$ cat src/verilog/irg_pkg.sv
package irg_pkg;
    localparam int CODE_DEPTH = 32;
    localparam int CODE_PTR_W = 5;
    localparam int CODE_CNT_W = 6;
    localparam int REP_DEPTH = 8;
    localparam int REP_PTR_W = 3;
    localparam int REP_CNT_W = 4;
    localparam int WORD_W = 16;
    localparam int TIME_W = 16;
    localparam int TYPE_BIT = 15;
    localparam int LEN_HI = 14;
    localparam int LEN_LO = 11;
    localparam int PAY_HI = 10;
    localparam int SYMBOL_BIT = 14;
    localparam int DUR_HI = 13;
    localparam logic [3:0] MAX_LEN_CODE = 4'ha;
    localparam int CLK_PERIOD_NS = 100;
    localparam int REPEAT_TICK_NS = 102400;
    localparam int REPEAT_TICK_CYCLES = REPEAT_TICK_NS / CLK_PERIOD_NS;
    localparam logic [9:0] REPEAT_TICK_LAST = 10'(REPEAT_TICK_CYCLES - 1);
    localparam int CMD_W = TIME_W + 1;
    localparam logic [CODE_CNT_W-1:0] CODE_CNT_RESET = 6'h00;
    localparam logic [TIME_W-1:0] TIME_RESET = 16'h0000;
    typedef enum logic [2:0] {DEC_IDLE, DEC_FETCH, DEC_FIRST, DEC_SECOND, DEC_PAINT, DEC_DRAIN,
        DEC_REPEAT} irg_dec_state_type;
endpackage

$ cat src/verilog/irg_generator.sv
`timescale 1ns/10ps
module irg_generator (
    input wire logic clk_sys,
    input wire logic arst_n,
    input wire logic clk_en,
    input wire logic carrier_clock_gate_on,
    input wire logic [15:0] carrier_high_time,
    input wire logic [15:0] carrier_low_time,
    input wire logic [15:0] one_mark_time,
    input wire logic [15:0] one_space_time,
    input wire logic [15:0] zero_mark_time,
    input wire logic [15:0] zero_space_time,
    input wire logic one_bit_order_select,
    input wire logic zero_bit_order_select,
    input wire logic time_mode,
    input wire logic invert_output,
    input wire logic key_held,
    input wire logic [15:0] retransmit_interval,
    input wire logic launch_transmission,
    input wire logic code_wr_valid,
    input wire logic [15:0] code_wr_data,
    output logic code_wr_ready,
    input wire logic rep_wr_valid,
    input wire logic [15:0] rep_wr_data,
    output logic rep_wr_ready,
    input wire logic rep_clear,
    output logic [5:0] code_level,
    output logic busy,
    output logic tx_done_irq,
    output logic ir_out
);
    // -------------------------------------------------------------
    // Storage
    // -------------------------------------------------------------
    logic [15:0] code_mem [irg_pkg::CODE_DEPTH];
    logic [15:0] rep_mem [irg_pkg::REP_DEPTH];
    logic [irg_pkg::CMD_W-1:0] buf_mem [2];
    logic [irg_pkg::CODE_PTR_W-1:0] code_wp_reg, code_wp_next, code_rp_reg, code_rp_next;
    logic [irg_pkg::CODE_CNT_W-1:0] code_cnt_reg, code_cnt_next;
    logic [irg_pkg::REP_CNT_W-1:0] rep_cnt_reg, rep_cnt_next;
    // One bit wider than the pointer so a full repeat FIFO still reaches its end mark
    logic [irg_pkg::REP_CNT_W-1:0] rep_idx_reg, rep_idx_next;
    logic [1:0] buf_cnt_reg, buf_cnt_next;
    logic buf_wp_reg, buf_wp_next, buf_rp_reg, buf_rp_next;
    logic code_push, code_pop, rep_push, cmd_valid, cmd_ready, out_valid, out_ready;
    logic [irg_pkg::CMD_W-1:0] cmd_data;
    // -------------------------------------------------------------
    // Decoder state
    // -------------------------------------------------------------
    irg_pkg::irg_dec_state_type dec_reg, dec_next;
    logic [15:0] word_reg, word_next;
    logic [3:0] bit_reg, bit_next;
    logic from_rep_reg, from_rep_next;
    logic [15:0] rep_timer_reg, rep_timer_next;
    logic [9:0] tick_reg, tick_next;
    logic done_reg, done_next;
    // -------------------------------------------------------------
    // Modulator and carrier state
    // -------------------------------------------------------------
    logic mod_active_reg, mod_active_next, mark_reg, mark_next;
    logic [15:0] sym_reg, sym_next, car_cnt_reg, car_cnt_next;
    logic car_level_reg, car_level_next, out_reg, out_next;
    logic cur_bit, first_mark, src_empty;
    logic [15:0] src_word, mark_t, space_t;

    assign code_wr_ready = (code_cnt_reg != 6'(irg_pkg::CODE_DEPTH));
    assign rep_wr_ready = (rep_cnt_reg != 4'(irg_pkg::REP_DEPTH)) && !rep_clear;
    assign code_push = code_wr_valid && code_wr_ready;
    assign rep_push = rep_wr_valid && rep_wr_ready;
    assign code_level = code_cnt_reg;
    assign busy = (dec_reg != irg_pkg::DEC_IDLE);
    assign tx_done_irq = done_reg;
    assign ir_out = out_reg;
    // Two-entry buffer between decoder and modulator; a stalled modulator holds the decoder
    assign cmd_ready = (buf_cnt_reg != 2'h2);
    assign out_valid = (buf_cnt_reg != 2'h0);
    assign out_ready = !mod_active_reg || (sym_reg <= 16'h0001);
    assign src_word = from_rep_reg ? rep_mem[rep_idx_reg[irg_pkg::REP_PTR_W-1:0]] :
        code_mem[code_rp_reg];
    assign src_empty = from_rep_reg ? (rep_idx_reg == rep_cnt_reg) : (code_cnt_reg == 6'h00);
    assign cur_bit = word_reg[bit_reg];
    assign first_mark = cur_bit ? !one_bit_order_select : !zero_bit_order_select;
    assign mark_t = cur_bit ? one_mark_time : zero_mark_time;
    assign space_t = cur_bit ? one_space_time : zero_space_time;

    always_comb
    begin
        dec_next = dec_reg;
        word_next = word_reg;
        bit_next = bit_reg;
        from_rep_next = from_rep_reg;
        rep_timer_next = rep_timer_reg;
        tick_next = tick_reg;
        done_next = 1'b0;
        rep_idx_next = rep_idx_reg;
        cmd_valid = 1'b0;
        cmd_data = '0;
        code_pop = 1'b0;
        unique case (dec_reg)
            irg_pkg::DEC_IDLE:
            begin
                if (launch_transmission && code_cnt_reg != 6'h00)
                begin
                    dec_next = irg_pkg::DEC_FETCH;
                    from_rep_next = 1'b0;
                end
            end
            irg_pkg::DEC_FETCH:
            begin
                if (src_empty)
                    dec_next = irg_pkg::DEC_DRAIN;
                else
                begin
                    word_next = src_word;
                    if (from_rep_reg)
                        rep_idx_next = rep_idx_reg + 4'h1;
                    else
                        code_pop = 1'b1;
                    if (src_word[irg_pkg::TYPE_BIT])
                    begin
                        dec_next = irg_pkg::DEC_FIRST;
                        // Lengths beyond 10 are clipped so the payload field is never overrun
                        bit_next = (src_word[irg_pkg::LEN_HI:irg_pkg::LEN_LO] >
                            irg_pkg::MAX_LEN_CODE) ? irg_pkg::MAX_LEN_CODE :
                            src_word[irg_pkg::LEN_HI:irg_pkg::LEN_LO];
                    end
                    else
                        dec_next = irg_pkg::DEC_PAINT;
                end
            end
            irg_pkg::DEC_PAINT:
            begin
                cmd_valid = 1'b1;
                cmd_data = {word_reg[irg_pkg::SYMBOL_BIT],
                    2'b00, word_reg[irg_pkg::DUR_HI:0]};
                if (cmd_ready)
                    dec_next = irg_pkg::DEC_FETCH;
            end
            irg_pkg::DEC_FIRST:
            begin
                cmd_valid = 1'b1;
                cmd_data = first_mark ? {1'b1, mark_t} : {1'b0, space_t};
                if (cmd_ready)
                    dec_next = irg_pkg::DEC_SECOND;
            end
            irg_pkg::DEC_SECOND:
            begin
                cmd_valid = 1'b1;
                cmd_data = first_mark ? {1'b0, space_t} : {1'b1, mark_t};
                if (cmd_ready)
                begin
                    if (bit_reg == 4'h0)
                        dec_next = irg_pkg::DEC_FETCH;
                    else
                    begin
                        bit_next = bit_reg - 4'h1;
                        dec_next = irg_pkg::DEC_FIRST;
                    end
                end
            end
            irg_pkg::DEC_DRAIN:
            begin
                if (!out_valid && !mod_active_reg)
                begin
                    if (key_held && rep_cnt_reg != 4'h0)
                    begin
                        dec_next = irg_pkg::DEC_REPEAT;
                        rep_timer_next = retransmit_interval;
                        tick_next = 10'h000;
                    end
                    else
                    begin
                        dec_next = irg_pkg::DEC_IDLE;
                        done_next = 1'b1;
                    end
                end
            end
            irg_pkg::DEC_REPEAT:
            begin
                // Interval counts in coarse ticks so a 16-bit value spans protocol periods
                if (!key_held)
                begin
                    dec_next = irg_pkg::DEC_IDLE;
                    done_next = 1'b1;
                end
                else if (tick_reg == irg_pkg::REPEAT_TICK_LAST)
                begin
                    tick_next = 10'h000;
                    if (rep_timer_reg <= 16'h0001)
                    begin
                        dec_next = irg_pkg::DEC_FETCH;
                        from_rep_next = 1'b1;
                        rep_idx_next = 4'h0;
                    end
                    else
                        rep_timer_next = rep_timer_reg - 16'h0001;
                end
                else
                    tick_next = tick_reg + 10'h001;
            end
        endcase
    end

    always_comb
    begin
        code_wp_next = code_push ? code_wp_reg + 5'h01 : code_wp_reg;
        code_rp_next = code_pop ? code_rp_reg + 5'h01 : code_rp_reg;
        code_cnt_next = code_cnt_reg + 6'(code_push) - 6'(code_pop);
        rep_cnt_next = rep_clear ? 4'h0 : rep_cnt_reg + 4'(rep_push);
        buf_wp_next = buf_wp_reg ^ (cmd_valid && cmd_ready);
        buf_rp_next = buf_rp_reg ^ (out_valid && out_ready);
        buf_cnt_next = buf_cnt_reg + 2'(cmd_valid && cmd_ready) - 2'(out_valid && out_ready);
        mod_active_next = mod_active_reg;
        mark_next = mark_reg;
        sym_next = sym_reg;
        if (out_valid && out_ready)
        begin
            mod_active_next = 1'b1;
            mark_next = buf_mem[buf_rp_reg][irg_pkg::CMD_W-1];
            sym_next = buf_mem[buf_rp_reg][irg_pkg::TIME_W-1:0];
        end
        else if (mod_active_reg)
        begin
            if (sym_reg <= 16'h0001)
                mod_active_next = 1'b0;
            else
                sym_next = sym_reg - 16'h0001;
        end
        car_cnt_next = car_cnt_reg;
        car_level_next = car_level_reg;
        if (carrier_clock_gate_on)
        begin
            if (car_cnt_reg >= (car_level_reg ? carrier_high_time : carrier_low_time))
            begin
                car_cnt_next = 16'h0001;
                car_level_next = !car_level_reg;
            end
            else
                car_cnt_next = car_cnt_reg + 16'h0001;
        end
        out_next = (mod_active_reg && mark_reg &&
            (time_mode || car_level_reg)) ^ invert_output;
    end

    always_ff @(posedge clk_sys or negedge arst_n)
    begin
        if (!arst_n)
        begin
            dec_reg <= irg_pkg::DEC_IDLE;
            word_reg <= 16'h0000;
            bit_reg <= 4'h0;
            from_rep_reg <= 1'b0;
            rep_timer_reg <= irg_pkg::TIME_RESET;
            tick_reg <= 10'h000;
            done_reg <= 1'b0;
            rep_idx_reg <= 4'h0;
            code_wp_reg <= 5'h00;
            code_rp_reg <= 5'h00;
            code_cnt_reg <= irg_pkg::CODE_CNT_RESET;
            rep_cnt_reg <= 4'h0;
            buf_wp_reg <= 1'b0;
            buf_rp_reg <= 1'b0;
            buf_cnt_reg <= 2'h0;
            mod_active_reg <= 1'b0;
            mark_reg <= 1'b0;
            sym_reg <= irg_pkg::TIME_RESET;
            car_cnt_reg <= 16'h0001;
            car_level_reg <= 1'b0;
            out_reg <= 1'b0;
        end
        else if (clk_en)
        begin
            dec_reg <= dec_next;
            word_reg <= word_next;
            bit_reg <= bit_next;
            from_rep_reg <= from_rep_next;
            rep_timer_reg <= rep_timer_next;
            tick_reg <= tick_next;
            done_reg <= done_next;
            rep_idx_reg <= rep_idx_next;
            code_wp_reg <= code_wp_next;
            code_rp_reg <= code_rp_next;
            code_cnt_reg <= code_cnt_next;
            rep_cnt_reg <= rep_cnt_next;
            buf_wp_reg <= buf_wp_next;
            buf_rp_reg <= buf_rp_next;
            buf_cnt_reg <= buf_cnt_next;
            mod_active_reg <= mod_active_next;
            mark_reg <= mark_next;
            sym_reg <= sym_next;
            car_cnt_reg <= car_cnt_next;
            car_level_reg <= car_level_next;
            out_reg <= out_next;
        end
    end

    // -------------------------------------------------------------
    // Word storage, written per entry
    // -------------------------------------------------------------
    genvar gi;
    generate
        for (gi = 0; gi < irg_pkg::CODE_DEPTH; gi++)
        begin : g_code
            always_ff @(posedge clk_sys)
            begin
                if (clk_en && code_push && code_wp_reg == 5'(gi))
                    code_mem[gi] <= code_wr_data;
            end
        end
        for (gi = 0; gi < irg_pkg::REP_DEPTH; gi++)
        begin : g_rep
            always_ff @(posedge clk_sys)
            begin
                if (clk_en && rep_push && rep_cnt_reg == 4'(gi))
                    rep_mem[gi] <= rep_wr_data;
            end
        end
        for (gi = 0; gi < 2; gi++)
        begin : g_buf
            always_ff @(posedge clk_sys)
            begin
                if (clk_en && cmd_valid && cmd_ready && buf_wp_reg == 1'(gi))
                    buf_mem[gi] <= cmd_data;
            end
        end
    endgenerate

    // -------------------------------------------------------------
    // Checks
    // -------------------------------------------------------------
    fifo_full_refuse_a: assert property (@(posedge clk_sys) disable iff (!arst_n)
        (code_cnt_reg == 6'h20) |-> !code_wr_ready) else $error("code fifo accepts when full");
    fifo_count_bound_a: assert property (@(posedge clk_sys) disable iff (!arst_n)
        code_cnt_reg <= 6'h20) else $error("code fifo count exceeds depth");
    launch_starts_a: assert property (@(posedge clk_sys) disable iff (!arst_n)
        (clk_en && !busy && launch_transmission && code_cnt_reg != 6'h00) |=> busy)
        else $error("launch did not start transmission");
    type_select_a: assert property (@(posedge clk_sys) disable iff (!arst_n)
        (clk_en && dec_reg == irg_pkg::DEC_FETCH && !src_empty) |=>
        (dec_reg == (word_reg[15] ? irg_pkg::DEC_FIRST : irg_pkg::DEC_PAINT)))
        else $error("word type not decoded from bit 15");
    length_clip_a: assert property (@(posedge clk_sys) disable iff (!arst_n)
        (dec_reg == irg_pkg::DEC_FIRST) |-> bit_reg <= 4'ha)
        else $error("bit index beyond payload");
    idle_level_a: assert property (@(posedge clk_sys) disable iff (!arst_n)
        ($past(clk_en) && !$past(mod_active_reg)) |-> ir_out == $past(invert_output))
        else $error("output not at idle level");
    space_blocks_a: assert property (@(posedge clk_sys) disable iff (!arst_n)
        ($past(clk_en) && $past(mod_active_reg) && !$past(mark_reg)) |->
        ir_out == $past(invert_output)) else $error("carrier leaked into space");
    time_mode_a: assert property (@(posedge clk_sys) disable iff (!arst_n)
        ($past(clk_en) && $past(mod_active_reg && mark_reg && time_mode)) |->
        ir_out == !$past(invert_output)) else $error("time mode mark not steady");
    done_pulse_a: assert property (@(posedge clk_sys) disable iff (!arst_n)
        tx_done_irq |-> (!busy && $past(busy))) else $error("done without completed transfer");
    buffer_bound_a: assert property (@(posedge clk_sys) disable iff (!arst_n)
        (buf_cnt_reg == 2'h2) |-> !cmd_ready) else $error("command buffer overrun");

endmodule // irg_generator

$ cat config.mk
export PLATFORM = sky130hd
export DESIGN_NAME = irg_generator
export DESIGN_NICKNAME = d
export VERILOG_FILES = /design/src/verilog/irg_pkg.sv /design/src/verilog/irg_generator.sv
export SDC_FILE = /design/constraint.sdc
export NUM_CORES = 1
export LEC_CHECK = 0
export BUFFER_PORTS_ARGS = -buffer_cell sky130_fd_sc_hd__buf_2
export CAP_MARGIN = 15
export CORE_AREA = 2 2 265 267
export CTS_CLUSTER_SIZE = 24
export DETAILED_ROUTE_END_ITERATION = 10
export DIE_AREA = 0 0 267 269
export PLACE_DENSITY_LB_ADDON = 0.08
export SLEW_MARGIN = 20
export SYNTH_ARGS = -nofsm -noshare
export SYNTH_HDL_FRONTEND = slang
export SYNTH_SLANG_ARGS = --single-unit
$ cat constraint.sdc
create_clock -name clk_sys -period 3.7 [get_ports clk_sys]
set_input_delay 0.185 -clock clk_sys [delete_from_list [all_inputs] [get_ports clk_sys]]
set_output_delay 0.185 -clock clk_sys [all_outputs]
set_load 0.05 [all_outputs]
==> run_results.csv <==
group,metric,value,unit
layout,stdcell_area,39200,µm²
sta,holdWs,0.0395,ns
synthesis,synth_area,33600,µm²
critical_path,critPathLaunchType,"flop",
routing,num_vias,18900,
critical_path,critPathMaxStageDelay,0.78,ns
sta,setup_tns,0,ns
critical_path,crit_required,4.18,ns
sta,fmax,301,MHz
global_route,grt_overflow_total,0,
critical_path,cp_cell_sequence,"inv_1 > ha_1 > nor3b_1 > a2111oi_1 > ha_1 > inv_1 > ha_1 > a21o_1 > a21oi_1 > o21bai_1 > a21oi_1 > xnor2_1 > a21oi_1",
place,dpl-instance-area,35900,µm²
die,die_area,71800,µm²
pwr,p_leak,0.0137,µW
hold_path,hp-start,"one_mark_time[8]",
clock_network,clk_pin_slew,0.06,ns
synthesis,synth-edff-count,674,
critical_path,endpoint_kind,"flop",
clock_network,cts_tree,"done",
critical_path,arrival,3.80,ns
layout,top_register,"code_mem",
place,dp_hpwl,52.1,mm
sta,worst_pin_slew,1.05,ns
layout,reg.largest.list,"code_mem: 512 flops, rep_mem: 128 flops, buf_mem: 34 flops",
pwr,p_int,19800,µW
sta,fin_skew,0.0227,ns
global_route,antenna_found_initial,4,
routing,drtIter0Drc,1493,
synthesis,synthTopCellsByArea,"edfxtp_1, mux4_2, dfrtp_1, mux2i_1, ha_1",
synthesis,netlist_top_cells_count,"edfxtp_1, mux4_2, nor2_1",
pwr,power_switching,9160,µW
place,finalWeightedCongestion,0.923,
layout,area_delta_synth_final,16.6,%
sta,rsz0062_at_grt,"no",
global_route,grt_busiest_layer,"met2",
die,ios,168,
critical_path,path_buf_inv,2,
critical_path,critPathKind,"flop to flop",
sta,relSlewSlack,29.8,%
critical_path,cp-startpoint,"code_level[3]$_DFFE_PN0P_",
clock_network,cts.sinks,789,
clock_network,numCtsBuffers,85,
clock_network,h-tree-depth,3,
synthesis,ys_seq_area_share,68.8,%
sta,setup_viol,0,
synthesis,yosys.area.top_type,"edfxtp_1",
pwr,p_seq_share,40.1,%
synthesis,yosysTopAreaCellShare,60.3,%
place,io_buffers,167,
routing,drt-total-wl,81.5,mm
global_route,grt_use_met3,3.27,%
pwr,finalPower,29000,µW
layout,drive_gt1_share,26.5,%
synthesis,yosysMostFrequentCell,"edfxtp_1",
sta,min_period,3.32,ns
critical_path,crit_fanout,4,
critical_path,crit_path_top_delay_cell,"a2111oi_1",
routing,vias_per_cell,5.77,
sta,hold_viol_final,0,
routing,dr.pass1.iters,5,
synthesis,avgSynthCellArea,16.9,µm²
layout,finalNonFillerCells,3268,
global_route,grt_pass1_wl,122,mm
synthesis,syn_inst,1988,
pwr,p_per_area,740,nW/µm²
global_route,grt_max_degree,52,
layout,fillCellCount,5376,
flow_run,maxCapViolCount,0,
global_route,grt_util_met2,39.6,%
clock_network,worstSkewPairLatency,0.63,ns
global_route,grt.total_usage,23.0,%
clock_network,root_buffer,"clkbuf_16",
critical_path,r2r-start,"code_level[3]$_DFFE_PN0P_",
die,die_y,269,µm
layout,final_nets,2461,
routing,drcViolationCount,0,
clock_network,postCtsSetupBuffers,0,
hold_path,hold_class,"input port to flop",
die,initial_utilization,48.5,%
sta,final.period_utilization,89.8,%
global_route,first_global_vias,19200,
synthesis,synth-async-reset-ratio,14.6,%
die,rows,97,
synthesis,synth_flop_cell,"edfxtp_1",
routing,wl_per_cell,24.9,µm
layout,antenna_cells,0,
place,dp.cells,3073,
critical_path,cp_top_family,"compound AO/OA/AOI/OAI gates",
pwr,ir_drop,0.627,mV
synthesis,ys_types,75,
pwr,switching_share,31.6,%
routing,ant_nets,0,
clock_network,post_cts_resized,0,
die,die_w,267,µm
pwr,p_comb_share,29.8,%
die,core,69300,µm²
pwr,power.share.clock,30.1,%
synthesis,synth_seq_cells,789,
global_route,grt_util_met1,31.0,%
status,status,"completed",
synthesis,syn_nets,2191,
layout,largest_reg_flops,512,
clock_network,cts_buffer_depth,3,
synthesis,yosys_warnings,0,
sta,maxSlewViolCount,0,
==> metal layers <==
layer  routed length, µm  vias to the layer above
met2               41300                      490
met3                3550                      115
met4                1810                        6
li1                    -                     8458
met5                  38                        -
met1               34800                     9792
==> power groups by stage <==
stage | clock network (µW) | logic (µW) | registers, µW
after global routing | 9230 | 9350 | 11700
after global placement | 0 | 8590 | 11800
final | 8720 | 8640 | 11600
after CTS | 8890 | 8750 | 11600
after floorplan | 0 | 6480 | 11200
after detailed placement | 0 | 8680 | 11800
==> final timing paths <==
path | to | slack (ns) | cells after the start
worst max-delay path | code_level[5]$_DFFE_PN0P_ | 0.38 | 13
worst max register to register | code_level[5]$_DFFE_PN0P_ | 0.38 | 13
max in group asynchronous | code_rp_reg[0]$_DFFE_PN0P_ | 2.54 | 3
worst min register to register | sym_reg[15]$_DFFE_PN0P_ | 0.50 | 2
worst min-delay path | buf_mem[0][8]$_DFFE_PP_ | 0.04 | 3
min in group asynchronous | sym_reg[14]$_DFFE_PN0P_ | 0.14 | 2
==> final cells by class <==
class | instances | area [µm²] | area share (%)
multi-input combinational | 1062 | 9950 | 25.4
timing repair buffer | 285 | 1910 | 4.87
clock buffer | 105 | 2230 | 5.70
inverter | 35 | 131 | 0.335
clock inverter | 52 | 628 | 1.60
tap | 940 | 1180 | 3.00
sequential | 789 | 23100 | 59.1
==> logic make-up (layout without fill, tap and decap cells) <==
group	Yosys count	count (layout)	share of synthesized area, %
AO/OA/AOI/OAI	280	280	5.33
multiplexers	306	306	15.8
adder cells (fa/ha/maj)	46	46	1.74
flip-flops	789	789	68.8
AND/OR/NAND/NOR	397	397	5.67
XOR/XNOR	33	33	0.883
buffers and inverters	137	477	1.75
==> worst min-delay path: cells and delay by family <==
kind / cells / cell delay (ns)
multiplexers: 1 / 0.15
buffers and inverters: 1 / 0.07
AO/OA/AOI/OAI: 1 / 0.15
==> placed cells by master, fill, tap and decap left out, types with 19 or more instances in the layout <==
cell type and instances:
and2_1 22, xnor2_1 21, inv_1 34, nand3_1 19
nand2_1 107, ha_1 45, buf_2 166, mux2i_1 94
dlygate4sd3_1 38, mux4_2 175, edfxtp_1 674, nor2_1 104
a21oi_1 47, buf_4 74, clkbuf_16 86, o21ai_1 45
o21ai_0 75, mux2_2 36, dfrtp_1 109, nor3_1 37
==> stage by stage <==
stage / setup slack (ns) / util [%]
finish: 0.378 / 56.5
global route: 0.0814 / 56.5
CTS: 0.213 / 56.5
detailed placement: 0.241 / 51.8
global placement: 0.204 / 51.8
floorplan: 0.108 / -
==> what timing repair did <==
action                                 in CTS  in global routing
setup endpoints to repair                   0                  0
hold buffers                               38                  0
endpoints found under the hold margin     201                  0
Power figures use the tool's default switching activity.
